==> src/hw/srap_regs.svh <==
// Timing counts and reset levels for the slave register access port.
// Assumes a single 125 MHz clock that also serves as the bus clock.
`ifndef SRAP_REGS_SVH
`define SRAP_REGS_SVH

// Bus clock period in ns
`define SRAP_CLK_PERIOD_NS 8
// Acknowledge delay in bus clocks, idle core
`define SRAP_ACK_DLY_IDLE 3'h1
// Acknowledge delay in bus clocks, core busy
`define SRAP_ACK_DLY_BUSY 3'h5
// Width of the acknowledge delay counter
`define SRAP_CNT_W 3
// Synchroniser depth for pin inputs
`define SRAP_SYNC_STAGES 2
// Idle level of the memory acknowledge
`define SRAP_SLAVE_MEM_ACK_IDLE 1'h1
// Driven-high level of the data-size acknowledge pair
`define SRAP_DSACK_HIGH 2'h3
// Asserted level of the data-size acknowledge pair
`define SRAP_DSACK_LOW 2'h0

`endif

==> src/hw/srap_pkg.sv <==
// Types shared by the slave register access port.
// Assumes nothing beyond a SystemVerilog compiler.
package srap_pkg;

    parameter int ADDR_W = 6;

    typedef logic [ADDR_W-1:0] srap_addr_t;

    typedef struct packed {
        srap_addr_t addr;
        logic write;
    } srap_acc_s;

    typedef enum logic [2:0] {
        S_IDLE,
        S_WAIT,
        S_SEL,
        S_ACK,
        S_RELEASE,
        S_MISS,
        S_MISS_LOW
    } srap_state_e;

endpackage

==> src/hw/srap_sync.sv <==
// Two-stage synchroniser for a group of pin inputs.
// Assumes the inputs are asynchronous to sys_clk.
`timescale 1ns/1ns
module srap_sync #(
    parameter int W = 1,
    parameter logic [W-1:0] RST = '0
) (
    input wire logic sys_clk,
    input wire logic rst_n,
    input wire logic [W-1:0] din,
    output logic [W-1:0] dout
);

    logic [W-1:0] meta;

    // Only the second stage is read outside this module
    always_ff @(posedge sys_clk or negedge rst_n) begin
        if (!rst_n) begin
            meta <= RST;
            dout <= RST;
        end else begin
            meta <= din;
            dout <= meta;
        end
    end

endmodule

==> src/hw/srap_port.sv <==
// Slave register access port, big-endian bus mode, device side.
// Assumes chip select, strobe, direction and address come from pins,
// and core_busy, master_active, master_wait from logic on sys_clk.
`timescale 1ns/1ns
`include "srap_regs.svh"
module srap_port #(
    parameter logic [`SRAP_CNT_W-1:0] ACK_DLY_IDLE = `SRAP_ACK_DLY_IDLE,
    parameter logic [`SRAP_CNT_W-1:0] ACK_DLY_BUSY = `SRAP_ACK_DLY_BUSY
) (
    input wire logic sys_clk,
    input wire logic rst_n,
    input wire logic cs_n,
    input wire logic slave_addr_strobe_n,
    input wire logic slave_read_write,
    input wire srap_pkg::srap_addr_t reg_addr_pin,
    input wire logic core_busy,
    input wire logic master_active,
    input wire logic master_wait,
    output logic slave_mem_ack_n,
    output logic [1:0] data_size_ack_pair_out,
    output logic data_size_ack_pair_oe,
    output logic reg_req,
    output srap_pkg::srap_acc_s reg_req_acc,
    output srap_pkg::srap_acc_s reg_latched_acc
);

    localparam int SW = srap_pkg::ADDR_W + 3;
    localparam logic [SW-1:0] SYNC_RST = {2'h3, {(SW - 2){1'b0}}};

    logic [SW-1:0] pin_s;
    logic cs_s;
    logic sas_s;
    logic rw_s;
    srap_pkg::srap_addr_t addr_s;
    logic sas_q;
    logic stall;
    srap_pkg::srap_acc_s acc_now;
    srap_pkg::srap_acc_s acc_hold;
    srap_pkg::srap_state_e state;
    logic [`SRAP_CNT_W-1:0] cnt;

    // no setup needed
    // Address and direction share the stages so they stay aligned
    srap_sync #(
        .W(SW),
        .RST(SYNC_RST)
    ) u_sync (
        .sys_clk(sys_clk),
        .rst_n(rst_n),
        .din({cs_n, slave_addr_strobe_n, slave_read_write, reg_addr_pin}),
        .dout(pin_s)
    );

    assign cs_s = pin_s[SW-1];
    assign sas_s = pin_s[SW-2];
    assign rw_s = pin_s[SW-3];
    assign addr_s = pin_s[srap_pkg::ADDR_W-1:0];
    assign acc_now = '{addr: addr_s, write: ~rw_s};

    assign stall = master_active & master_wait;

    // Strobe history for rising-edge detection
    always_ff @(posedge sys_clk or negedge rst_n) begin
        if (!rst_n) begin
            sas_q <= 1'b1;
        end else begin
            sas_q <= sas_s;
        end
    end

    // Track address while strobe is low; pins only hold briefly after
    always_ff @(posedge sys_clk or negedge rst_n) begin
        if (!rst_n) begin
            acc_hold <= '0;
        end else if (!sas_s) begin
            acc_hold <= acc_now;
        end
    end

    always_ff @(posedge sys_clk or negedge rst_n) begin
        if (!rst_n) begin
            reg_latched_acc <= '0;
        end else if (sas_s && !sas_q) begin
            reg_latched_acc <= acc_hold;
        end
    end

    // Slave access sequencing and acknowledge pins
    always_ff @(posedge sys_clk or negedge rst_n) begin
        if (!rst_n) begin
            state <= srap_pkg::S_IDLE;
            cnt <= '0;
            slave_mem_ack_n <= `SRAP_SLAVE_MEM_ACK_IDLE;
            data_size_ack_pair_out <= `SRAP_DSACK_HIGH;
            data_size_ack_pair_oe <= 1'b0;
            reg_req <= 1'b0;
            reg_req_acc <= '0;
        end else begin
            reg_req <= 1'b0;
            unique case (state)
                srap_pkg::S_IDLE: begin
                    if (!cs_s) begin
                        if (!sas_s) begin
                            state <= srap_pkg::S_WAIT;
                            cnt <= core_busy ? ACK_DLY_BUSY - 3'h1
                                             : ACK_DLY_IDLE - 3'h1;
                        end else begin
                            state <= srap_pkg::S_MISS;
                        end
                    end
                end
                srap_pkg::S_WAIT: begin
                    if (cs_s) begin
                        state <= srap_pkg::S_IDLE;
                    end else if (sas_s) begin
                        state <= srap_pkg::S_SEL;
                    end else if (!stall) begin
                        if (cnt == '0) begin
                            slave_mem_ack_n <= 1'b0;
                            data_size_ack_pair_out <= `SRAP_DSACK_LOW;
                            data_size_ack_pair_oe <= 1'b1;
                            reg_req <= 1'b1;
                            reg_req_acc <= acc_now;
                            state <= srap_pkg::S_ACK;
                        end else begin
                            cnt <= cnt - 3'h1;
                        end
                    end
                end
                srap_pkg::S_SEL: begin
                    if (cs_s) begin
                        state <= srap_pkg::S_IDLE;
                    end else if (!sas_s) begin
                        slave_mem_ack_n <= 1'b0;
                        data_size_ack_pair_out <= `SRAP_DSACK_LOW;
                        data_size_ack_pair_oe <= 1'b1;
                        reg_req <= 1'b1;
                        reg_req_acc <= acc_now;
                        state <= srap_pkg::S_ACK;
                    end
                end
                srap_pkg::S_ACK: begin
                    if (sas_s) begin
                        slave_mem_ack_n <= 1'b1;
                        data_size_ack_pair_out <= `SRAP_DSACK_HIGH;
                        data_size_ack_pair_oe <= 1'b0;
                        state <= cs_s ? srap_pkg::S_IDLE : srap_pkg::S_SEL;
                    end else if (cs_s) begin
                        slave_mem_ack_n <= 1'b1;
                        data_size_ack_pair_out <= `SRAP_DSACK_HIGH;
                        state <= srap_pkg::S_RELEASE;
                    end
                end
                srap_pkg::S_RELEASE: begin
                    // Only the strobe may let the pair float
                    if (sas_s) begin
                        data_size_ack_pair_oe <= 1'b0;
                        state <= srap_pkg::S_IDLE;
                    end
                end
                srap_pkg::S_MISS: begin
                    if (cs_s) begin
                        state <= srap_pkg::S_IDLE;
                    end else if (!sas_s) begin
                        state <= srap_pkg::S_MISS_LOW;
                    end
                end
                srap_pkg::S_MISS_LOW: begin
                    if (cs_s) begin
                        state <= srap_pkg::S_IDLE;
                    end else if (sas_s) begin
                        state <= srap_pkg::S_SEL;
                    end
                end
                default: begin
                    state <= srap_pkg::S_IDLE;
                end
            endcase
        end
    end
endmodule

==> config.mk <==
export PLATFORM = sky130hd
export DESIGN_NAME = srap_port
export DESIGN_NICKNAME = d
export VERILOG_FILES = /design/src/hw/srap_pkg.sv /design/src/hw/srap_sync.sv /design/src/hw/srap_port.sv
export VERILOG_INCLUDE_DIRS = /design/src /design/src/hw
export SDC_FILE = /design/constraint.sdc
export NUM_CORES = 1
export LEC_CHECK = 0
export BUFFER_PORTS_ARGS = -buffer_cell sky130_fd_sc_hd__buf_4
export CORE_MARGIN = 5
export CORE_UTILIZATION = 55
export DETAILED_ROUTE_END_ITERATION = 8
export GPL_TIMING_DRIVEN = 0
export PLACE_DENSITY = 0.83
export SLEW_MARGIN = 5
export SYNTH_ARGS = -nofsm -noshare
export SYNTH_HDL_FRONTEND = slang
export SYNTH_SLANG_ARGS = --single-unit
==> constraint.sdc <==
create_clock -name sys_clk -period 1.9 [get_ports sys_clk]
set_input_delay 0.38 -clock sys_clk [delete_from_list [all_inputs] [get_ports sys_clk]]
set_output_delay 0.38 -clock sys_clk [all_outputs]
set_load 0.01 [all_outputs]
After elaboration in Yosys (flattened, before gate mapping)
Cells that the tools add are included.
W data, S select, Z words.
{ "totals": {"reg_bits": 51, "input_bits": 14, "output_inout_bits": 19, "elab_cells": 120} }
{ "classes": {"n_addsub": 1, "n_eq_ne": 23, "mux": 65, "bitwise": 2, "reduce_logical": 14} }
{ "op_table": {"columns": ["op", "count"], "rows": [
  ["$mux W3", 22],
  ["$mux W7", 6],
  ["$reduce_and A8 Y1", 3],
  ["$mux W1", 21],
  ["$pmux W3 S7", 1],
  ["$mux W2", 9],
  ["$ne A2 B2 Y1 const B", 9],
  ["$pmux W7 S2", 1],
  ["$reduce_and A7 Y1", 2],
  ["$eq A3 B3 Y1 const B", 3],
  ["$ne A4 B2 Y1 const B", 2],
  ["$eq A3 B2 Y1 const B", 2],
  ["$logic_not A3 Y1", 2],
  ["$ne A3 B1 Y1 const B", 2],
  ["$ne A3 B2 Y1 const B", 2],
  ["$pmux W1 S3", 2],
  ["$pmux W2 S3", 1],
  ["$pmux W3 S2", 1],
  ["$reduce_bool A3 Y1", 2],
  ["$ne A2 B1 Y1 const B", 2],
  ["$reduce_bool A2 Y1", 2],
  ["$eq A3 B1 Y1 const B", 1],
  ["$sub A3 B1 Y3 const B", 1],
  ["$pmux W1 S2", 1],
  ["other kinds (5)", 5]
]} }

Logic depth before layout (Yosys ltp)
Gate-level depths: netlist (run 1).
{ "depth": {"word_depth": 6, "mapped_depth": 7, "depth_no_buf": 6} }

Cells and area by module
A second synthesis (run 1) with hierarchy kept.
{ "unflattened": {"hier_cells": 133, "area_unflattened_um2": 1859.3} }
{ "by_module_without_submodules": {"columns": ["mod", "instances", "cells_per_inst", "area_per_inst_um2", "seq_area_each_um2"], "rows": [
  ["srap_port", 1, 115, 1403.8, 778.2],
  ["srap_sync", 1, 18, 455.4, 455.4]
]} }

Worst setup path after synthesis (run 1)
No wires, ideal clock.
{ "synth_path": {"kind": "register to register", "from": "register state[2]", "to": "register reg_req_acc[0] in the netlist's numbering", "setup_time_ps": 124, "arrival_ps": 1347, "t_required_ps": 1776, "setup_slack_ps": 429, "path_stages_with_launch": 6, "n_path_buf": 2, "synth_period_minus_slack_ps": 1471, "path_cell_list": "dfrtp_1 > buf_6 > or3_4 > or2_1 > buf_2 > a2bb2oi_1"} }
{ "synth_via": {"elab_chain_cells": 3} }
{ "synth_lines": {"columns": ["element", "line_no", "source"], "rows": [
  ["from (decl)", "srap_port.sv:39", "srap_pkg::srap_state_e state;"],
  ["from (signal assigned)", "srap_port.sv:91", "state <= srap_pkg::S_IDLE;"],
  ["from (signal assigned)", "srap_port.sv:104", "state <= srap_pkg::S_WAIT;"],
  ["from (signal assigned)", "srap_port.sv:108", "state <= srap_pkg::S_MISS;"],
  ["$eq A3 B1 Y1 or $eq A3 B2 Y1 (tied branches)", "srap_port.sv:100", "unique case (state)"],
  ["$ne A2 B2 Y1 (no source line) or $reduce_bool A2 Y1 (tied branches)", null, null],
  ["$reduce_and A7 Y1 (no source line)", null, null],
  ["to (signal assigned)", "srap_port.sv:123", "reg_req_acc <= acc_now;"],
  ["to (signal assigned)", "srap_port.sv:138", "reg_req_acc <= acc_now;"],
  ["to (decl)", "srap_port.sv:23", "output srap_pkg::srap_acc_s reg_req_acc,"]
]} }
Several ways; a longest one is shown, not always the timed one.
A chain may end at the register's enable or synchronous reset.

Worst setup path after layout (run 1)
{ "layout_path": {"from": "register cnt[0]", "to": "register reg_req_acc[2] in the netlist's numbering"} }
{ "layout_via": {"elab_chain_cells": 3} }
{ "layout_lines": {"columns": ["element", "line_no", "source"], "rows": [
  ["from (decl)", "srap_port.sv:40", "logic [`SRAP_CNT_W-1:0] cnt;"],
  ["from (signal assigned)", "srap_port.sv:105", "cnt <= core_busy ? ACK_DLY_BUSY - 3'h1"],
  ["from (signal assigned)", "srap_port.sv:126", "cnt <= cnt - 3'h1;"],
  ["$logic_not A3 Y1", "srap_port.sv:118", "if (cnt == '0) begin"],
  ["$ne A2 B2 Y1 (no source line)", null, null],
  ["$reduce_and A7 Y1 (no source line)", null, null]
]} }
No other way between the ends.

==> results of run 1 <==
cell usage after synthesis (2+ instances only):
master,number,area share
mux2_1,5,0.028
inv_1,5,0.0094
a21o_1,2,0.0075
a211o_1,2,0.0088
nor3b_1,4,0.015
dfstp_2,6,0.079
inv_2,2,0.0038
a32oi_1,7,0.031
buf_2,4,0.010
nand2_1,6,0.011
nor2_1,7,0.013
nor2b_1,3,0.0094
o21ai_1,9,0.023
mux2_2,8,0.045
mux2i_1,2,0.010
ha_1,2,0.013
a2bb2oi_1,8,0.035
a21oi_1,6,0.015
o21ai_0,3,0.0075
nand2b_1,3,0.0094
clkbuf_1,5,0.0094
buf_6,2,0.011
buf_4,2,0.0075
dfrtp_1,43,0.54
a31oi_1,2,0.0063
layout make-up:
| cell class | count | area [sq um] | area share |
|---|---|---|---|
| flip-flops and latches | 49 | 1234 | 0.5220 |
| multi-input cells | 90 | 661.9 | 0.2800 |
| repair buffers | 32 | 240.2 | 0.1016 |
| plain buffers | 13 | 76.32 | 0.03229 |
| well taps | 46 | 57.56 | 0.02435 |
| clock buffers | 6 | 51.30 | 0.02170 |
| inverters | 7 | 26.28 | 0.01112 |
| clock inverters | 2 | 16.27 | 0.006882 |
worst reg2reg max path, stage by stage (launching register included):
cell	delay, ns
dfrtp_1	0.38
inv_1	0.11
ha_1	0.15
nor2b_1	0.28
nand4_1	0.17
or2_1	0.23
buf_2	0.17
a2bb2oi_1	0.15
cells by family after synthesis:
family,after synthesis,synth area share
buffers and inverters,20,0.05135
AOI/OAI and AO/OA,42,0.1471
and+or+nand+nor,31,0.08830
muxes,15,0.08328
DFF,49,0.6174
adders and majority gates,2,0.01252
final timing paths:
check,startpoint,to,slack (ns),cells past startpoint
setup / recovery,cnt[0],reg_req_acc[2],0.16,7
hold / removal,rst_n,acc_hold[5],-0.01,1
setup reg to reg,cnt[0],reg_req_acc[2],0.16,7
hold reg to reg,u_sync.meta[1],u_sync.dout[1],0.35,0
max in group asynchronous,rst_n,u_sync.meta[7],1.52,1
min in group sys_clk,slave_read_write,u_sync.meta[6],0.10,1
sequential cells by signal, indices dropped and copies added (netlist names):
signal	flops
sas_q	1
state	3
reg_latched_acc	7
reg_req_acc	7
data_size_ack_pair_out	1
cnt	3
u_sync.dout	9
data_size_ack_pair_oe	1
reg_req	1
u_sync.meta	9
acc_hold	7
per-layer routing:
metal	up-vias	GRT usage	part of all wire
met5	-	0	0
met4	0	0.1000	0.029
met3	14	0.04304	0.080
met2	60	0.2692	0.50
met1	688	0.1976	0.39
li1	645	-	-
through the flow:
stage          instances  instance area, sq um  hold slack, ns  utilization  setup WS [ns]
4_1_cts              245                  2364        0.007371       0.6919         0.1916
3_3_place_gp         237                  2296          0.3331       0.6722         0.3036
6_report             245                  2364        -0.01436       0.6919         0.1554
3_5_place_dp         237                  2296          0.3372       0.6722         0.2083
5_1_grt              245                  2364         0.02896       0.6919        0.05629
2_1_floorplan        159                  1998         0.08441            -         0.4289
power by group:
part	total (mW)	internal (mW)	leakage, nW	switching [mW]
combinational	0.794	0.362	0.468	0.432
sequential	1.27	1.19	0.556	0.0804
clock	0.519	0.185	0.0349	0.333
==> impl_metrics.py, run 1 <==
metrics = {
    "clock_network": {
        "post_cts_resized": 0,
        "post-cts-setup-buffers": 0,
        "path_clk_slew_ns": 0.13,
        "numCtsBuffers": 5,
        "clk_path_buf_depth": 2,
        "clk_latency_ns": 0.38,
        "htreeDepth": 2,
        "hold_buffers": 0,
        "cts_sinks": 49,
        "cts_tree": "done",
        "root_buffer": "clkbuf_4",
    },
    "pwr": {
        "peakVddDrop_mv": 0.6234,
        "power_density_nw_per_um2": 1093,
        "finalPower_mw": 2.582,
        "p_leak_nw": 1.059,
    },
    "timing": {
        "rsz0062_at_grt": "false",
        "clock_skew_ns": 0.01624,
        "finalHoldViolCount": 24,
        "fin_setup_tns_ns": 0,
        "finalMaxSlewViolations": 0,
        "fin_crit_sh": 0.9182,
        "timing.fmax_mhz": 573.2,
        "worst_hold_slack_ns": -0.01436,
        "setup_viol": 0,
        "post-route-min-period_ns": 1.745,
        "max_slew_margin": 0.6178,
        "worst_slew_pin_slew_ns": 0.5733,
    },
    "routing": {
        "first_iter_violations": 91,
        "drc": 0,
        "drtPass1Iterations": 4,
        "wirelength_mm": 3.771,
        "avgRoutedWirePerCell_microns": 15.39,
        "final_antenna_net_count": 0,
        "vias": 1407,
        "routed_via_density": 5.743,
    },
    "setup_path": {
        "endpoint_kind": "flop",
        "worstSetupPathType": "reg2reg",
        "cp_num_buf_inv": 2,
        "arrival_ns": 2.00,
        "crit_path_cell_trace": "inv_1 > ha_1 > nor2b_1 > nand4_1 > or2_1 > buf_2 > a2bb2oi_1",
        "critPathSlowestCell": "dfrtp_1",
        "max_stage_delay_ns": 0.38,
        "cp_max_fo": 7,
        "start_kind": "flop",
        "required_ns": 2.16,
        "path_delay_family": "simple AND/OR/NAND/NOR gates",
    },
    "floorplan": {
        "start_util": 0.5850,
        "rows": 21,
        "die_y_microns": 70.28,
        "die_w_microns": 70.28,
        "core_area_sq_um": 3416,
        "die_area_sq_um": 4939,
        "pin_count": 33,
    },
    "placed_design": {
        "gp_congestion": 0.7694,
        "dp_hpwl_mm": 2.744,
        "io_buffers": 32,
    },
    "synth": {
        "ys_warn_count": 0,
        "ys_types": 36,
        "netlist_area_sq_um": 1998,
        "synthArstFlopShare": 1.000,
        "syn_nets": 175,
        "seq_area_frac_synth": 0.6174,
        "synth_cells": 159,
        "ys_ff_latch": 49,
        "synth_edf_count": 0,
        "syn_avg_cell_area_sq_um": 12.57,
        "synthFlopType": "dfrtp_1",
    },
    "outcome": {
        "status": "complete, but fails checks",
        "violations": "hold timing",
    },
    "global_route": {
        "grt_pass1_wl_mm": 6.479,
        "grt_usage": 0.1664,
        "overflow": 0,
        "grt_start_max_net_pins": 50,
        "antenna_found_initial": 0,
        "grt_pass1_vias": 1452,
    },
    "finish": {
        "final_nets": 214,
        "n_antenna_cell": 0,
        "drive_gt1_frac": 0.3367,
        "fillerInstances": 252,
        "final_cell_mix": "dfrtp_1, buf_4, o21ai_1, a2bb2oi_1, mux2_2",
        "syn_to_final_growth_pct": 18.28,
        "final_common_cell": "dfrtp_1",
    },
    "flow_run": {
        "max-cap-violations": 0,
    },
    "worst_hold_path": {
        "hold_class": "in2async",
    },
}
Power figures use the tool's default switching activity.
==> run 2, diff against run 1 <==
--- a/config.mk
+++ b/config.mk
@@ -12,6 +12,7 @@
 export DETAILED_ROUTE_END_ITERATION = 8
 export GPL_TIMING_DRIVEN = 0
 export PLACE_DENSITY = 0.83
+export REMOVE_ABC_BUFFERS = 1
 export SLEW_MARGIN = 5
 export SYNTH_ARGS = -nofsm -noshare
 export SYNTH_HDL_FRONTEND = slang
==> impl_metrics.py, run 2 (synthesis gave the netlist of run 1 again) <==
metrics = {
    "clock_network": {
        "numCtsBuffers": 5,
        "post_cts_resized": 0,
        "htreeDepth": 2,
        "cts_tree": "done",
        "cts_sinks": 49,
        "clk_latency_ns": 0.35,
        "clk_path_buf_depth": 2,
        "root_buffer": "clkbuf_4",
        "post-cts-setup-buffers": 0,
        "hold_buffers": 0,
        "path_clk_slew_ns": 0.13,
    },
    "timing": {
        "fin_ws_ns": 0.1494,
        "post-route-min-period_ns": 1.751,
        "worst_slew_pin_slew_ns": 0.6821,
        "setup_viol": 0,
        "timing.fmax_mhz": 571.2,
        "fin_crit_sh": 0.9213,
        "rsz0062_at_grt": "false",
        "finalMaxSlewViolations": 0,
        "max_slew_margin": 0.5443,
        "fin_setup_tns_ns": 0,
        "clock_skew_ns": 0.004793,
        "finalHoldViolCount": 0,
    },
    "setup_path": {
        "rr_endpoint": "reg_latched_acc[5]",
        "required_ns": 2.14,
        "start_kind": "flop",
        "reg2reg_from": "u_sync.dout[7]",
        "worstSetupPathType": "reg2reg",
        "ff2ff_setup_slack_ns": 0.15,
        "cp_max_fo": 19,
        "critical_path.startpoint": "u_sync.dout[7]",
        "arrival_ns": 2.00,
        "r2r_cells": 3,
        "endpoint_kind": "flop",
    },
    "placed_design": {
        "pre_cts_slack_ns": 0.1241,
        "io_buffers": 32,
        "dp_hpwl_mm": 2.520,
        "placedInstanceArea_sq_um": 2220,
        "gp_congestion": 0.7946,
        "place_inst": 224,
    },
    "pwr": {
        "p_switching_mw": 0.7865,
        "peakVddDrop_mv": 0.6442,
        "p_clk_frac": 0.235,
        "seqPwrFrac": 0.524,
        "power_density_nw_per_um2": 1129,
        "combPwrFrac": 0.240,
        "power.internal_mw": 1.819,
        "p_sw_frac": 0.3019,
        "p_leak_nw": 1.022,
    },
    "routing": {
        "avgRoutedWirePerCell_microns": 15.99,
        "vias": 1321,
        "first_iter_violations": 86,
        "final_antenna_net_count": 0,
        "routed_via_density": 5.694,
        "drtPass1Iterations": 4,
        "drc": 0,
        "wirelength_mm": 3.710,
    },
    "finish": {
        "fillerInstances": 262,
        "n_antenna_cell": 0,
        "fin_area_sq_um": 2307,
        "final_nets": 201,
        "syn_to_final_growth_pct": 15.47,
        "instances_no_fill": 232,
        "final_common_cell": "dfrtp_1",
        "final_cell_mix": "dfrtp_1, buf_4, o21ai_1, a2bb2oi_1, mux2_2",
        "largestRegisters": "u_sync.dout (9), u_sync.meta (9)",
        "drive_gt1_frac": 0.3226,
    },
    "floorplan": {
        "start_util": 0.5850,
        "rows": 21,
        "die_y_microns": 70.28,
        "pin_count": 33,
        "die_w_microns": 70.28,
        "die_area_sq_um": 4939,
        "core_area_sq_um": 3416,
    },
    "global_route": {
        "grt_usage": 0.1704,
        "overflow": 0,
        "grt_start_max_net_pins": 50,
        "grt_pass1_vias": 1419,
        "antenna_found_initial": 0,
        "grt_pass1_wl_mm": 6.665,
    },
    "worst_hold_path": {
        "hold_class": "in2async",
    },
    "outcome": {
        "status": "completed",
    },
    "flow_run": {
        "max-cap-violations": 0,
    },
}
## run 2: cell count changes in the layout (fill, tap and decap cells not counted), moves of 2 or more
cell / previous run / this run
buf_2: 4 / 0
buf_4: 34 / 32
clkbuf_1: 5 / 1
buf_6: 2 / 0
## run 2: worst max-delay path: stages (launching register included)
cell	delay [ns]
dfstp_2	0.81
inv_2	0.09
nor2_2	0.37
mux2_2	0.39
## run 2: worst max path at each step
stage | end | slack, ns
4_1_cts | reg_latched_acc[5] | 0.12
3_3_place_gp | reg_latched_acc[5] | 0.15
3_5_place_dp | reg_latched_acc[3] | 0.12
5_1_grt | reg_latched_acc[3] | 0.02
6_report | reg_latched_acc[5] | 0.15
2_1_floorplan | cnt[2] | 0.38
## run 2: area by class of cell
cell class	instances	area (sq um)	area share
clock buffer	7	55.05	0.02386
clock inverter	1	30.03	0.01302
inverter	7	26.28	0.01139
multi-input combinational	90	663.1	0.2874
sequential	49	1235	0.5352
tap	46	57.56	0.02495
timing repair buffer	32	240.2	0.1041
## run 2: power groups by stage
| stage | logic (mW) | clock network (mW) | registers (mW) |
|---|---|---|---|
| 2_1_floorplan | 0.379 | 0 | 1.37 |
| 3_3_place_gp | 0.588 | 0 | 1.37 |
| 3_5_place_dp | 0.628 | 0 | 1.38 |
| 4_1_cts | 0.632 | 0.637 | 1.36 |
| 5_1_grt | 0.705 | 0.687 | 1.40 |
| 6_report | 0.626 | 0.613 | 1.37 |
## run 2: routing by layer
layer	up-vias	wire [microns]	GRT usage
met3	2	211	0.04878
met1	667	1562	0.2083
met5	-	0	0
met2	35	1914	0.2859
met4	0	21	0.06170
li1	617	-	-
## run 2: per-stage QoR
stage	util	hold slack (ns)	total power, mW
finish	0.6755	0.01713	2.605
global route	0.6755	0.04639	2.787
CTS	0.6747	0.02407	2.630
detailed placement	0.6498	0.3358	2.010
global placement	0.6498	0.3324	1.954
floorplan	-	0.08441	1.750
==> run 3, diff against run 2 <==
--- a/config.mk
+++ b/config.mk
@@ -6,7 +6,7 @@
 export SDC_FILE = /design/constraint.sdc
 export NUM_CORES = 1
 export LEC_CHECK = 0
-export BUFFER_PORTS_ARGS = -buffer_cell sky130_fd_sc_hd__buf_4
+export BUFFER_PORTS_ARGS = -buffer_cell sky130_fd_sc_hd__buf_2
 export CORE_MARGIN = 5
 export CORE_UTILIZATION = 55
 export DETAILED_ROUTE_END_ITERATION = 8
==> impl_metrics.py, run 3 (synthesis gave the netlist of run 1 again) <==
metrics = {
    "setup_path": {
        "endpoint_kind": "flop",
        "crit_path_cell_trace": "inv_2 > nor2_2 > mux2_2",
        "cp_max_fo": 19,
        "worstSetupPathType": "reg2reg",
        "max_stage_delay_ns": 0.81,
        "required_ns": 2.16,
        "start_kind": "flop",
        "critPathSlowestCell": "dfstp_2",
        "arrival_ns": 2.03,
    },
    "routing": {
        "routed_via_density": 5.780,
        "wirelength_mm": 3.623,
        "avgRoutedWirePerCell_microns": 15.62,
        "drc": 0,
        "wl_met2_mm": 1.925,
        "first_iter_violations": 97,
        "drtPass1Iterations": 4,
        "vias": 1341,
        "top_layer": "met4",
        "final_antenna_net_count": 0,
        "met3_length_microns": 235,
        "wirelength_met1_mm": 1.396,
    },
    "clock_network": {
        "path_clk_slew_ns": 0.12,
        "cts_tree": "done",
        "clk_latency_ns": 0.37,
        "post_cts_resized": 0,
        "numCtsBuffers": 5,
        "post-cts-setup-buffers": 0,
        "htreeDepth": 2,
        "hold_buffers": 0,
        "clk_path_buf_depth": 2,
        "cts_sinks": 49,
        "root_buffer": "clkbuf_4",
    },
    "floorplan": {
        "start_util": 0.5850,
        "die_w_microns": 70.28,
        "pin_count": 33,
        "die_y_microns": 70.28,
        "rows": 21,
        "core_area_sq_um": 3416,
        "die_area_sq_um": 4939,
    },
    "finish": {
        "largestRegisters": "u_sync.dout (9), u_sync.meta (9)",
        "final_common_cell": "dfrtp_1",
        "final_cell_mix": "dfrtp_1, buf_2, o21ai_1, a2bb2oi_1, mux2_2",
        "drive_gt1_frac": 0.3118,
        "syn_to_final_growth_pct": 11.08,
        "fillerInstances": 276,
        "final_nets": 201,
        "n_antenna_cell": 0,
        "instances_no_fill": 232,
    },
    "timing": {
        "max_slew_margin": 0.3205,
        "fin_crit_sh": 0.9304,
        "timing.fmax_mhz": 565.7,
        "post-route-min-period_ns": 1.768,
        "clock_skew_ns": 0.008805,
        "worst_hold_slack_ns": 0.09909,
        "rsz0062_at_grt": "false",
        "worst_slew_pin_slew_ns": 1.019,
        "fin_setup_tns_ns": 0,
        "fin_ws_ns": 0.1322,
        "finalHoldViolCount": 0,
        "setup_viol": 0,
        "finalMaxSlewViolations": 0,
    },
    "flow_run": {
        "max-cap-violations": 0,
    },
    "pwr": {
        "peakVddDrop_mv": 0.6824,
        "p_clk_frac": 0.237,
        "combPwrFrac": 0.227,
        "p_switching_mw": 0.7981,
        "power.internal_mw": 1.743,
        "power_density_nw_per_um2": 1145,
        "seqPwrFrac": 0.536,
        "p_sw_frac": 0.3140,
        "finalPower_mw": 2.541,
        "p_leak_nw": 0.9917,
    },
    "global_route": {
        "grt_usage": 0.1596,
        "grt_pass1_wl_mm": 6.120,
        "antenna_found_initial": 0,
        "overflow": 0,
        "grt_pass1_vias": 1326,
        "grt_start_max_net_pins": 50,
    },
    "placed_design": {
        "dp_hpwl_mm": 2.533,
        "pre_cts_slack_ns": 0.1157,
        "gp_congestion": 0.7954,
        "place_inst": 224,
        "io_buffers": 32,
    },
    "outcome": {
        "status": "completed",
    },
    "worst_hold_path": {
        "hold_class": "in2reg",
    },
}
-- run 3: cell types whose count changed in the layout (fill, tap and decap cells not counted) --
cell	previous run	this run
clkbuf_8	1	0
buf_2	0	32
dfrtp_1	42	43
and3_1	0	1
and3_2	1	0
dfrtp_2	1	0
buf_4	32	0
clkinv_4	0	1
-- run 3: critical path: cells and delay by family (launching register included) --
family | cells | cell delay, ns
flip-flops | 1 | 0.81
multiplexers | 1 | 0.39
buffers and inverters | 1 | 0.09
AND/OR/NAND/NOR | 1 | 0.37
-- run 3: power groups by stage --
stage	registers, mW	clock network, mW	logic, mW
2_1_floorplan	1.37	0	0.379
3_3_place_gp	1.36	0	0.548
3_5_place_dp	1.38	0	0.582
4_1_cts	1.36	0.617	0.585
5_1_grt	1.39	0.674	0.649
6_report	1.36	0.603	0.577
-- run 3: metal layers --
layer | vias to the layer above | GRT usage
met5 | - | 0
met4 | 0 | 0.09149
met3 | 7 | 0.04304
met2 | 48 | 0.2557
met1 | 671 | 0.1928
li1 | 615 | -
-- run 3: worst paths after layout --
path / from / to / slack (ns) / cells past startpoint
worst max-delay path: u_sync.dout[7] / reg_latched_acc[5] / 0.13 / 3
worst min-delay path: slave_addr_strobe_n / u_sync.meta[7] / 0.1 / 1
worst max register to register: u_sync.dout[7] / reg_latched_acc[5] / 0.13 / 3
worst min register to register: u_sync.meta[0] / u_sync.dout[0] / 0.36 / 0
max in group asynchronous: rst_n / reg_latched_acc[3] / 1.10 / 1
min in group asynchronous: rst_n / u_sync.meta[2] / 0.17 / 1
-- run 3: through the flow --
stage          area, sq um    util
6_report              2220  0.6498
5_1_grt               2220  0.6498
4_1_cts               2220  0.6498
3_5_place_dp          2140  0.6264
3_3_place_gp          2140  0.6264
2_1_floorplan         1922       -
-- run 3: cell type report --
cell class	instances	area, sq um	area share
multi-input cells	90	661.9	0.2982
well taps	46	57.56	0.02593
clock inverters	2	38.79	0.01747
repair buffers	32	160.2	0.07215
flip-flops and latches	49	1234	0.5558
inverters	7	26.28	0.01184
clock buffers	6	41.29	0.01860
